==> config.mk <==
export PLATFORM = sky130hd
export DESIGN_NAME = llp_top
export DESIGN_NICKNAME = d
export VERILOG_FILES = /design/src/hw/llp_pkg.sv /design/src/hw/llp_shift4.sv /design/src/hw/llp_top.sv
export SDC_FILE = /design/constraint.sdc
export NUM_CORES = 1
export LEC_CHECK = 0
export ABC_AREA = 1
export ABC_CLOCK_PERIOD_IN_PS = 11590
export BUFFER_PORTS_ARGS = -buffer_cell sky130_fd_sc_hd__buf_2
export CAP_MARGIN = 25
export CORE_MARGIN = 5
export CORE_UTILIZATION = 47
export DETAILED_ROUTE_END_ITERATION = 10
export GPL_TIMING_DRIVEN = 0
export PLACE_DENSITY_LB_ADDON = 0.05
export RECOVER_POWER = 100
export SLEW_MARGIN = 20
export SYNTH_ARGS = -nofsm -noshare
export SYNTH_HDL_FRONTEND = slang
export SYNTH_SLANG_ARGS = --single-unit
export TNS_END_PERCENT = 50
==> constraint.sdc <==
create_clock -name CLK -period 11.59 [get_ports CLK]
set_input_delay 1.159 -clock CLK [delete_from_list [all_inputs] [get_ports CLK]]
set_output_delay 1.159 -clock CLK [all_outputs]
set_load 0.01 [all_outputs]
==> src/hw/llp_pkg.sv <==
// Purpose: constants and state type for the ladder logic primitives block
// Assumes: one scan cycle is one CLK period at 20 MHz
// Notes:   timing figures kept in their own units, cycle counts derived
// Behaviour
// at most three series contacts per rung
// three n/o in series give AND
// three n/c in series give NOR
// parallel n/o contacts give OR
// parallel n/c contacts give NAND
// parallel n/c on negated coil: five-input AND
// parallel n/o on negated coil: five-input NOR
// two-way output is exclusive OR
// start with stop closed latches, stop releases
// stop switch wired n/c, break stops
// reset coil after set coil wins
// toggle output flips on each rising edge
// rising-edge pulse lasts one scan cycle
// falling-edge pulse lasts one scan cycle
// contactor feedback energises star, starts changeover timer
// changeover 10 to 30 s, then star off
// delta on after 30/40/50/60 ms gap
// shift pulse loads value into stage one
// four stages, first through fourth in order
// clear forces all stages to zero
// user encodes reject as zero
// shift strobe one cycle per rising edge
// each stage takes old value of previous
// clear beats shift in same cycle
package llp_pkg;
   localparam int unsigned CLK_HZ          = 20000000;
   localparam int unsigned CHG_MIN_S       = 10;
   localparam int unsigned CHG_MAX_S       = 30;
   localparam int unsigned GAP_STEP_MS     = 10;
   localparam int unsigned GAP_BASE_MS     = 30;
   localparam int unsigned CYC_PER_S       = CLK_HZ;
   localparam int unsigned CYC_PER_MS      = CLK_HZ / 1000;
   localparam int unsigned CHG_DEF_S       = 10;
   localparam int unsigned TMR_W           = 30;
   localparam int unsigned SYNC_W          = 20;
   localparam logic [3:0]  STAGE_RST       = 4'h0;

   typedef enum logic [1:0] {
      LLP_SD_IDLE  = 2'b00,
      LLP_SD_STAR  = 2'b01,
      LLP_SD_GAP   = 2'b10,
      LLP_SD_DELTA = 2'b11
   } llp_sd_t;

   typedef struct packed {
      logic [SYNC_W-1:0] s1;
      logic [SYNC_W-1:0] s2;
      logic [SYNC_W-1:0] prev;
      logic              latch;
      logic              sr_out;
      logic              toggle;
      logic              rise;
      logic              fall;
      logic [7:0]        comb;
      llp_sd_t           sd;
      logic [TMR_W-1:0]  tmr;
      logic              star;
      logic              delta;
      logic              edge_memory_bit;
      logic              shift_strobe_bit;
      logic [3:0]        stage;
   } llp_state_t;
endpackage : llp_pkg

==> src/hw/llp_shift4.sv <==
// Purpose: four-stage shift register with edge-derived strobe and clear
// Assumes: inputs already synchronised to CLK
// Notes:   strobe comes one cycle after the input edge, as a scan-cycle marker would
`timescale 1ns/1ps
`default_nettype none
module llp_shift4
   import llp_pkg::*;
(
   input  wire logic       clk,
   input  wire logic       rst_n,
   input  wire logic       pulse,
   input  wire logic       value,
   input  wire logic       clear,
   output logic [3:0]      stage_q
);
   logic edge_memory_bit_q;
   logic shift_strobe_bit_q;
   logic [3:0] stage_d;

   always_comb begin
      stage_d = stage_q;
      if (shift_strobe_bit_q) begin
         stage_d = {stage_q[2:0], value};
      end
      if (clear) begin
         stage_d = STAGE_RST;
      end
   end

   always_ff @(posedge clk or negedge rst_n) begin
      if (!rst_n) begin
         edge_memory_bit_q  <= 1'b0;
         shift_strobe_bit_q <= 1'b0;
         stage_q            <= STAGE_RST;
      end else begin
         edge_memory_bit_q  <= pulse;
         shift_strobe_bit_q <= pulse & ~edge_memory_bit_q;
         stage_q            <= stage_d;
      end
   end
endmodule : llp_shift4
`default_nettype wire

==> src/hw/llp_top.sv <==
// Purpose: scan-cycle ladder primitives, latch, edge coils, star-delta, shift register
// Assumes: field inputs asynchronous; one CLK cycle is one scan cycle
// Notes:   every output is a flip-flop, so each coil shows one cycle after its contacts; shift stages move two cycles after the pulse
`timescale 1ns/1ps
`default_nettype none
module llp_top
   import llp_pkg::*;
#(
   parameter int unsigned CHG_CYC_UNIT = CYC_PER_S,
   parameter int unsigned GAP_CYC_UNIT = CYC_PER_MS
)
(
   input  wire logic       CLK,
   input  wire logic       RESETN,
   input  wire logic       INPUT_ONE,
   input  wire logic       INPUT_TWO,
   input  wire logic       INPUT_THREE,
   input  wire logic       INPUT_FOUR,
   input  wire logic       INPUT_FIVE,
   input  wire logic       START_SWITCH,
   input  wire logic       STOP_SWITCH,
   input  wire logic       TOGGLE_IN,
   input  wire logic       EDGE_IN,
   input  wire logic       MAINS_FEEDBACK,
   input  wire logic [4:0] CHANGEOVER_SEC,
   input  wire logic [1:0] GAP_SEL,
   input  wire logic       SHIFT_PULSE,
   input  wire logic       SHIFT_VALUE,
   input  wire logic       SHIFT_CLEAR,
   output logic            AND3_OUT,
   output logic            NOR3_OUT,
   output logic            OR3_OUT,
   output logic            NAND3_OUT,
   output logic            AND5_OUT,
   output logic            NOR5_OUT,
   output logic            XOR_OUT,
   output logic            LATCH_OUT,
   output logic            SR_LATCH_OUT,
   output logic            TOGGLE_OUT,
   output logic            RISE_PULSE,
   output logic            FALL_PULSE,
   output logic            STAR_OUT,
   output logic            DELTA_OUT,
   output logic            STAGE_ONE_BIT,
   output logic            STAGE_TWO_BIT,
   output logic            STAGE_THREE_BIT,
   output logic            STAGE_FOUR_BIT
);
   if (CHG_CYC_UNIT < 1 || GAP_CYC_UNIT < 1 ||
       64'(CHG_MAX_S) * 64'(CHG_CYC_UNIT) >= (64'd1 << TMR_W)) begin : g_bad_unit
      // refused at elaboration: the timer could not hold the longest changeover
      $error("llp_top: timer unit out of range");
   end

   llp_state_t        st_q;
   llp_state_t        st_d;
   logic [3:0]        stage_q;
   logic [SYNC_W-1:0] pin_w;
   logic              i1;
   logic              i2;
   logic              i3;
   logic              i4;
   logic              i5;
   logic              start_s;
   logic              stop_s;
   logic              tog_s;
   logic              edge_s;
   logic              mains_s;
   logic              shp_s;
   logic              shv_s;
   logic              shc_s;
   logic [4:0]        sec_s;
   logic [1:0]        gsel_s;

   // pins go to the first flop only; settings too, so a change mid-count is clean
   assign pin_w[0]     = INPUT_ONE;
   assign pin_w[1]     = INPUT_TWO;
   assign pin_w[2]     = INPUT_THREE;
   assign pin_w[3]     = INPUT_FOUR;
   assign pin_w[4]     = INPUT_FIVE;
   assign pin_w[5]     = START_SWITCH;
   assign pin_w[6]     = STOP_SWITCH;
   assign pin_w[7]     = TOGGLE_IN;
   assign pin_w[8]     = EDGE_IN;
   assign pin_w[9]     = MAINS_FEEDBACK;
   assign pin_w[10]    = SHIFT_PULSE;
   assign pin_w[11]    = SHIFT_VALUE;
   assign pin_w[12]    = SHIFT_CLEAR;
   assign pin_w[17:13] = CHANGEOVER_SEC;
   assign pin_w[19:18] = GAP_SEL;

   // logic reads the second flop only
   assign i1      = st_q.s2[0];
   assign i2      = st_q.s2[1];
   assign i3      = st_q.s2[2];
   assign i4      = st_q.s2[3];
   assign i5      = st_q.s2[4];
   assign start_s = st_q.s2[5];
   assign stop_s  = st_q.s2[6];
   assign tog_s   = st_q.s2[7];
   assign edge_s  = st_q.s2[8];
   assign mains_s = st_q.s2[9];
   assign shp_s   = st_q.s2[10];
   assign shv_s   = st_q.s2[11];
   assign shc_s   = st_q.s2[12];
   assign sec_s   = st_q.s2[17:13];
   assign gsel_s  = st_q.s2[19:18];

   function automatic logic series3(
      input logic a,
      input logic b,
      input logic c
   );
      // one rung: the coil sees its contacts in series
      series3 = a & b & c;
   endfunction : series3

   function automatic logic parallel5(
      input logic [4:0] v
   );
      // parallel rungs on one coil
      parallel5 = |v;
   endfunction : parallel5

   function automatic logic [TMR_W-1:0] chg_limit(
      input logic [4:0] sec
   );
      logic [4:0] s;
      s = sec;
      // out-of-range settings clamp rather than run a zero or runaway timer
      if (s < 5'(CHG_MIN_S)) begin
         s = 5'(CHG_MIN_S);
      end
      if (s > 5'(CHG_MAX_S)) begin
         s = 5'(CHG_MAX_S);
      end
      chg_limit = TMR_W'(64'(s) * 64'(CHG_CYC_UNIT));
   endfunction : chg_limit

   function automatic logic [TMR_W-1:0] gap_limit(
      input logic [1:0] sel
   );
      logic [7:0] ms;
      ms = 8'(GAP_BASE_MS) + 8'(GAP_STEP_MS) * 8'(sel);
      gap_limit = TMR_W'(64'(ms) * 64'(GAP_CYC_UNIT));
   endfunction : gap_limit

   // edge decode shared by the pulse coils and the toggle relay
   function automatic logic rising(
      input logic cur,
      input logic old
   );
      rising = cur & ~old;
   endfunction : rising

   function automatic logic falling(
      input logic cur,
      input logic old
   );
      falling = ~cur & old;
   endfunction : falling

   always_comb begin
      logic fb;
      logic rung_and3;
      logic rung_nor3;
      logic rung_or3;
      logic rung_nand3;
      logic rung_and5;
      logic rung_nor5;
      logic rung_xa;
      logic rung_xb;
      fb = 1'b0;
      rung_and3 = 1'b0;
      rung_nor3 = 1'b0;
      rung_or3 = 1'b0;
      rung_nand3 = 1'b0;
      rung_and5 = 1'b0;
      rung_nor5 = 1'b0;
      rung_xa = 1'b0;
      rung_xb = 1'b0;
      st_d = st_q;

      // synchroniser: s1 takes the pins, s2 takes s1, prev keeps s2 for edges
      st_d.s1 = pin_w;
      st_d.s2 = st_q.s1;
      st_d.prev = st_q.s2;

      // each rung holds at most three series contacts; wide terms use negated coils
      rung_and3 = series3(i1, i2, i3);
      rung_nor3 = series3(~i1, ~i2, ~i3);
      rung_or3 = parallel5({2'b00, i3, i2, i1});
      rung_nand3 = parallel5({2'b00, ~i3, ~i2, ~i1});
      rung_and5 = ~parallel5({~i5, ~i4, ~i3, ~i2, ~i1});
      rung_nor5 = ~parallel5({i5, i4, i3, i2, i1});
      rung_xa = series3(i1, ~i2, 1'b1);
      rung_xb = series3(~i1, i2, 1'b1);
      st_d.comb[0] = rung_and3;
      st_d.comb[1] = rung_nor3;
      st_d.comb[2] = rung_or3;
      st_d.comb[3] = rung_nand3;
      st_d.comb[4] = rung_and5;
      st_d.comb[5] = rung_nor5;
      st_d.comb[6] = parallel5({3'b000, rung_xb, rung_xa});
      st_d.comb[7] = 1'b0;

      // stop reads 1 when idle, so a broken wire also drops the latch
      st_d.latch = (start_s | st_q.latch) & stop_s;

      // set first, reset last: reset wins with start still held
      if (start_s) begin
         st_d.sr_out = 1'b1;
      end
      if (!stop_s) begin
         st_d.sr_out = 1'b0;
      end

      st_d.rise = rising(edge_s, st_q.prev[8]);
      st_d.fall = falling(edge_s, st_q.prev[8]);
      if (rising(tog_s, st_q.prev[7])) begin
         st_d.toggle = ~st_q.toggle;
      end

      // star-delta: the timer counts scans inside the current phase only
      st_d.tmr = st_q.tmr + TMR_W'(1);
      case (st_q.sd)
         LLP_SD_IDLE: begin
            st_d.tmr = '0;
            if (mains_s) begin
               st_d.sd = LLP_SD_STAR;
               st_d.star = 1'b1;
               st_d.delta = 1'b0;
            end
         end
         LLP_SD_STAR: begin
            if (st_q.tmr + TMR_W'(1) >= chg_limit(sec_s)) begin
               st_d.sd = LLP_SD_GAP;
               st_d.star = 1'b0;
               st_d.tmr = '0;
            end
         end
         LLP_SD_GAP: begin
            if (st_q.tmr + TMR_W'(1) >= gap_limit(gsel_s)) begin
               st_d.sd = LLP_SD_DELTA;
               st_d.delta = 1'b1;
               st_d.tmr = '0;
            end
         end
         LLP_SD_DELTA: begin
            st_d.tmr = '0;
            st_d.star = 1'b0;
         end
         default: begin
            fb = 1'b1;
         end
      endcase
      // dropping the mains contactor aborts the sequence with both contactors off
      if (!mains_s || fb) begin
         st_d.sd = LLP_SD_IDLE;
         st_d.star = 1'b0;
         st_d.delta = 1'b0;
         st_d.tmr = '0;
      end

      // shift register state lives in the child; only the stages are mirrored here, the strobe and edge bits read zero
      st_d.edge_memory_bit = 1'b0;
      st_d.shift_strobe_bit = 1'b0;
      st_d.stage = stage_q;
   end

   always_ff @(posedge CLK or negedge RESETN) begin
      if (!RESETN) begin
         st_q <= '0;
      end else begin
         st_q <= st_d;
      end
   end

   llp_shift4 u_shift (
      .clk     (CLK),
      .rst_n   (RESETN),
      .pulse   (shp_s),
      .value   (shv_s),
      .clear   (shc_s),
      .stage_q (stage_q)
   );

   assign AND3_OUT        = st_q.comb[0];
   assign NOR3_OUT        = st_q.comb[1];
   assign OR3_OUT         = st_q.comb[2];
   assign NAND3_OUT       = st_q.comb[3];
   assign AND5_OUT        = st_q.comb[4];
   assign NOR5_OUT        = st_q.comb[5];
   assign XOR_OUT         = st_q.comb[6];
   assign LATCH_OUT       = st_q.latch;
   assign SR_LATCH_OUT    = st_q.sr_out;
   assign TOGGLE_OUT      = st_q.toggle;
   assign RISE_PULSE      = st_q.rise;
   assign FALL_PULSE      = st_q.fall;
   assign STAR_OUT        = st_q.star;
   assign DELTA_OUT       = st_q.delta;
   assign STAGE_ONE_BIT   = stage_q[0];
   assign STAGE_TWO_BIT   = stage_q[1];
   assign STAGE_THREE_BIT = stage_q[2];
   assign STAGE_FOUR_BIT  = stage_q[3];
endmodule : llp_top
`default_nettype wire

==> impl_metrics.ini, run 1 <==
[die]
fp.dieW_um = 125
start_util_pct = 47.7
row_count = 42
fp.dieH_um = 125
die-area_um2 = 15700
ioPinCount = 40
core_um2 = 13100

[sta]
hold_violations = 0
grt_setup_unrepaired = false
slew_headroom_pct = -175
min_period_over_period_pct = 59.9
clock_skew_ns = 0.00744
tightest_slew_ns = 4.13
slew_viol_final = 81
setup_viol = 0
post-route-min-period_ns = 6.94
fmax_mhz = 144
fin_setup_tns_ns = 0

[cts]
postCtsSetupBuffers = 0
htreeDepth = 3
cts_tree = done
cts_buffer_depth = 2
hold_buffers = 0
root_buffer = clkbuf_16
path_clk_slew_ns = 0.07
clk_latency_ns = 0.35
cts_made_buffers = 9
cts_resized = 0
cts.sinks = 94

[power_and_ir_drop]
total_power_mw = 0.889
cellLeakagePower_nw = 3.52
pwr_density_cell_nw_per_um2 = 128
ir_worst_vdd_v = 0.0000938

[synthesis]
netlist_area_um2 = 6270
synth_edf_count = 0
syn_area_per_cell_um2 = 8.55
synthArstFlopShare_pct = 100
synth_top_cell_area_share_pct = 37.5
yosysMostFrequentCell = nand2_1
ys_ff_latch = 94
yosysWarnings = 0
ys_seq_area_share_pct = 37.5
synth_cell_types = 42
syn-num-nets = 851
synth_area_leaders = dfrtp_1 38%, ha_1 18%, nand2_1 8.2%
synth_ff_type = dfrtp_1
synth_cells = 733
yosysTopAreaCell = dfrtp_1
synth_commonest_cells = 137 x nand2_1, 96 x inv_1, 94 x dfrtp_1

[setup_path]
crit_fanout = 10
end_kind = flip-flop
critPathLaunchType = flip-flop
cp_slowest_stage_delay_ns = 0.49
critical_path_class = reg2reg
worstPathArrival_ns = 7.18
cp_slowest_cell = clkbuf_1
required_ns = 11.83

[grt]
grt_pass1_wl_mm = 24.1
grtUsageTotal_pct = 18.6
grt_max_degree = 81
antenna_found_initial = 0
grt_pass1_vias = 5117
overflow = 0

[cells_and_area]
n_fill_cell = 1277
seq_area_um2 = 2350
layout-drive-gt1-share_pct = 8.62
multi_input_area_um2 = 3480
nets = 902
diodes = 0
area_growth_pct = 11.1

[flow_run]
maxCapViolations = 1

[detailed_routing]
wl_per_cell_um = 14.4
route.detailed.drc = 0
antenna_left = 0
viasPerCell = 5.12
firstDrtPassIters = 5
wirelength_mm = 13.9
vias = 4937
drt-initial-drc-count = 208

[status]
violations = capacitance limit, slew limit
outcome = finished with violations

[placed_design]
place_congestion = 0.928
io_buffers = 39
place_hpwl_mm = 11.1

[worst_hold_path]
hold_class = reg2reg
[final cells by class]
class                           count  share of cell area (%)
Inverter                          101                    5.44
Clock inverter                      7                    1.24
Clock buffer                        9                    3.23
Sequential cell                    94                    33.8
Timing Repair Buffer               40                    2.51
Multi-Input combinational cell    530                    50.0
Buffer                              8                   0.647
Tap cell                          176                    3.16
[critical path: cells and delay by family (launching register included)]
kind / cells / cell delay [ns]
AND/OR/NAND/NOR: 10 / 1.88
adder cells (fa/ha/maj): 5 / 1.85
AO/OA/AOI/OAI: 7 / 1.72
buffers and inverters: 5 / 0.82
flip-flops: 1 / 0.37
XOR/XNOR: 1 / 0.17
[logic make-up after synthesis]
group           count (synthesis)  synth area share [%]
flops                          94                  37.5
buf+inv                       109                  6.85
fa+ha+maj                      96                  19.6
xor+xnor                       36                  5.15
simple gates                  327                  24.5
compound gates                 71                  6.31
[sequential cells by signal, summed over array words and instances, names as in the netlist, 2 cells and up]
signal / cells
sec_s: 5
st_d: 23
gsel_s: 2
u_shift.stage_q: 4
st_q: 34
[metal layers]
metal	vias to the layer above	GRT usage [%]	part of all wire (%)	wire, um
met3	24	2.60	3.1	430
li1	2492	-	-	-
met5	-	0	0	0
met4	0	6.82	2.2	310
met1	2327	25.1	47	6610
met2	94	30.6	47	6570
[per-stage QoR]
stage                     hold slack (ns)  instances  setup slack (ns)  area (um^2)  util, %
final                               0.349        965              4.65         6970     53.0
after CTS                           0.350        965              4.96         7030     53.5
after global routing                0.352        965              4.00         6970     53.0
after global placement              0.332        948              5.04         6680     50.9
after detailed placement            0.335        949              4.98         6720     51.1
after floorplan                     0.331        733              6.30         6270        -
[worst paths after layout]
check,start,cells after the start,slack (ns),to
worst min register to register,st_d[86]$_DFF_PN0_,0,0.35,sec_s[0]$_DFF_PN0_
worst max register to register,sec_s[3]$_DFF_PN0_,28,4.65,st_q[14]$_DFF_PN0_
worst min-delay path,st_d[86]$_DFF_PN0_,0,0.35,sec_s[0]$_DFF_PN0_
min in group asynchronous,RESETN,1,0.89,st_q[10]$_DFF_PN0_
max in group asynchronous,RESETN,2,6.30,st_d[88]$_DFF_PN0_
worst max-delay path,sec_s[3]$_DFF_PN0_,28,4.65,st_q[14]$_DFF_PN0_
[report_power, final]
| group | internal, mW | switching [mW] | total [mW] |
|---|---|---|---|
| registers | 0.344 | 0.00943 | 0.354 |
| logic | 0.0897 | 0.140 | 0.230 |
| clock network | 0.155 | 0.150 | 0.306 |
[cell usage in the layout, fill, tap and decap left out, drive strengths merged, types with 4 or more instances in the layout]
master / synthesis / routed
nor2: 72 / 72
buf: 4 / 22
xor2: 29 / 29
xnor2: 7 / 7
and2: 12 / 12
inv: 99 / 102
nand3: 40 / 40
o21ai: 23 / 23
dfrtp: 94 / 94
clkinv: 2 / 6
nor3: 20 / 20
clkbuf: 4 / 35
nor4: 9 / 9
a21oi: 36 / 36
or2: 4 / 4
fa: 4 / 4
ha: 92 / 92
nor2b: 11 / 11
nand2: 142 / 142
nand4: 15 / 15
Power figures use the tool's default switching activity.
==> inputs of run 2 (changes only) <==
--- a/config.mk
+++ b/config.mk
@@ -5,8 +5,8 @@
 export SDC_FILE = /design/constraint.sdc
 export NUM_CORES = 1
 export LEC_CHECK = 0
-export ABC_AREA = 1
-export ABC_CLOCK_PERIOD_IN_PS = 11590
+export ABC_AREA = 0
+export ABC_CLOCK_PERIOD_IN_PS = 7000
 export BUFFER_PORTS_ARGS = -buffer_cell sky130_fd_sc_hd__buf_2
 export CAP_MARGIN = 25
 export CORE_MARGIN = 5
==> constraint.sdc (replaced) <==
create_clock -name CLK -period 7 [get_ports CLK]
set_input_delay 0.7 -clock CLK [delete_from_list [all_inputs] [get_ports CLK]]
set_output_delay 0.7 -clock CLK [all_outputs]
set_load 0.01 [all_outputs]
==> run 2 against run 1 <==
- global-route usage shrank 2.4 points
- count of clock-buffer cells in the layout unchanged
- largest power group unchanged
- via count fell by 19%
- the flow still finishes with violations (capacitance limit, slew limit)
- synthesized cell count decreased by 26%
- combinational power up 51%
==> impl_metrics.ini, run 2 <==
[status]
outcome = finished with violations
violations = capacitance limit, slew limit

[cells_and_area]
layout_common_cells = 94 x dfrtp_1, 92 x ha_1, 40 x inv_1
regMostFlops = st_q
largest_reg_flops = 34
nets = 715
final_common_cell = dfrtp_1
diodes = 0
area_growth_pct = 10.5
n_fill_cell = 1158
finalNonFillerCells = 774
seq_area_um2 = 2350
layout-drive-gt1-share_pct = 14.1
multi_input_area_um2 = 3380
fin_area_um2 = 6610

[placed_design]
placedCellCount = 758
place_hpwl_mm = 8.97
pre_cts_slack_ns = 0.798
dpl_cell_area_um2 = 6420
place_congestion = 0.811
io_buffers = 39

[power_and_ir_drop]
pwr_density_cell_nw_per_um2 = 213
ir_worst_vdd_v = 0.000170
cellLeakagePower_nw = 3.21

[synthesis]
yosysTopAreaCell = dfrtp_1
yosysWarnings = 0
synth_cells = 546
ys_ff_latch = 94
synth_area_leaders = dfrtp_1 39%, ha_1 19%, xor2_1 3.5%
synth_top_cell_area_share_pct = 39.3
synth_ff_type = dfrtp_1
ys_seq_area_share_pct = 39.3
synth_edf_count = 0
syn-num-nets = 664
synth_commonest_cells = 94 x dfrtp_1, 92 x ha_1, 40 x inv_1
netlist_area_um2 = 5980
syn_area_per_cell_um2 = 11.0
yosysMostFrequentCell = dfrtp_1
synth_cell_types = 67
synthArstFlopShare_pct = 100

[detailed_routing]
viasPerCell = 5.14
antenna_left = 0
wirelength_mm = 11.3
vias = 3982
firstDrtPassIters = 4
wl_per_cell_um = 14.6
route.detailed.drc = 0
drt-initial-drc-count = 169

[sta]
clock_skew_ns = 0.00676
hold_violations = 0
fin_setup_tns_ns = 0
min_period_over_period_pct = 89.2
slew_viol_final = 97
fmax_mhz = 160
setup_viol = 0
slew_headroom_pct = -120
grt_setup_unrepaired = false
layout_setup_ws_ns = 0.754
post-route-min-period_ns = 6.25
tightest_slew_ns = 3.31

[grt]
overflow = 0
antenna_found_initial = 0
grt_max_degree = 67
grt_pass1_vias = 4140
grtUsageTotal_pct = 16.2
grt_pass1_wl_mm = 19.3

[setup_path]
worstReg2RegEnd = st_q[17]$_DFF_PN0_
r2r-start = sec_s[4]$_DFF_PN0_
critical_path_class = reg2reg
critPathLaunchType = flip-flop
required_ns = 7.23
crit_path_start = sec_s[4]$_DFF_PN0_
reg2reg_setup_slack_ns = 0.75
end_kind = flip-flop
worstPathArrival_ns = 6.47
worst_r2r_path_depth = 24
crit_fanout = 10

[die]
fp.dieW_um = 123
ioPinCount = 40
fp.dieH_um = 123
core_um2 = 12600
die-area_um2 = 15100
row_count = 41
start_util_pct = 47.6

[cts]
clk_latency_ns = 0.34
cts_buffer_depth = 2
cts_resized = 0
root_buffer = clkbuf_16
postCtsSetupBuffers = 0
cts.sinks = 94
htreeDepth = 3
cts_made_buffers = 9
path_clk_slew_ns = 0.07
hold_buffers = 0
cts_tree = done

[worst_hold_path]
min_from = st_d[88]$_DFF_PN0_
hold_class = reg2reg
hold_path_end = sec_s[2]$_DFF_PN0_
min_path_cells = 0

[flow_run]
maxCapViolations = 2
[run 2: cell count changes after synthesis, sizes merged, moves of 7 or more]
cell	delta
and2	-12
a21oi	-10
nand2b	+7
nor3	-8
xnor2	+14
a211oi	+8
nor2	-36
nand3	-22
nor2b	+18
and3	+7
inv	-59
o21ai	-7
nand2	-113
mux2i	+7
[run 2: kinds of logic (layout without fill, tap and decap cells)]
group	after synthesis	count (layout)	synth area share (%)
AND/OR/NAND/NOR	170	170	18.5
buffers and inverters	47	103	3.35
flip-flops	94	94	39.3
XOR/XNOR	47	47	7.13
multiplexers	7	7	1.17
adder cells (fa/ha/maj)	96	96	20.6
AO/OA/AOI/OAI	85	85	9.94
[run 2: per-layer routing]
metal	up-vias	share of wire [%]	global-route usage (%)	routed length, um
li1	2017	-	-	-
met1	1916	50	22.3	5630
met2	41	48	26.4	5390
met3	8	1.9	2.17	218
met4	0	0.82	5.18	93
met5	-	0	0	0
[run 2: area by class of cell]
cell class                      instances  share of cell area, %
Timing Repair Buffer                   40                   2.65
Inverter                               40                   2.27
Sequential cell                        94                   35.6
Clock buffer                            9                   3.41
Multi-Input combinational cell        405                   51.1
Clock inverter                          7                  0.946
Tap cell                              172                   3.26
Buffer                                  7                  0.757
[run 2: worst max path at each step]
stage / endpoint / slack, ns
after floorplan: st_q[37]$_DFF_PN0_ / 1.72
after global placement: st_q[20]$_DFF_PN0_ / 0.86
after detailed placement: st_q[17]$_DFF_PN0_ / 0.80
after CTS: st_q[34]$_DFF_PN0_ / 0.77
after global routing: st_q[22]$_DFF_PN0_ / 0.36
final: st_q[17]$_DFF_PN0_ / 0.75
[run 2: through the flow]
step	util (%)	hold WS (ns)	power (mW)
2_1_floorplan	-	0.331	0.856
3_3_place_gp	50.9	0.331	0.942
3_5_place_dp	51.1	0.335	0.956
4_1_cts	53.4	0.223	1.43
5_1_grt	52.6	0.355	1.49
6_report	52.6	0.347	1.41
[run 2: report_power, final]
part	total, mW	switching, mW	leakage (nW)	internal (mW)
combinational	0.348	0.204	1.88	0.145
sequential	0.587	0.0178	1.19	0.569
clock	0.471	0.223	0.133	0.248
total	1.41	0.444	3.21	0.962
[run 2: critical path: stages (launching register included)]
cell and delay [ns]:
dfrtp_1 0.32, clkbuf_1 0.35, nand2b_1 0.30, ha_1 0.41, ha_1 0.33, fa_1 0.48, ha_1 0.36, nor2b_1 0.15
o21a_1 0.17, o21ai_0 0.23, a21oi_1 0.17, a21oi_1 0.25, nor2b_1 0.07, o21ai_0 0.19, xor2_1 0.10, ha_1 0.30
nand4_1 0.13, nor3_1 0.34, nand2_1 0.10, or4_1 0.43, nand4_1 0.25, a2111oi_4 0.17, a22oi_4 0.28, buf_6 0.19
nor2b_1 0.07
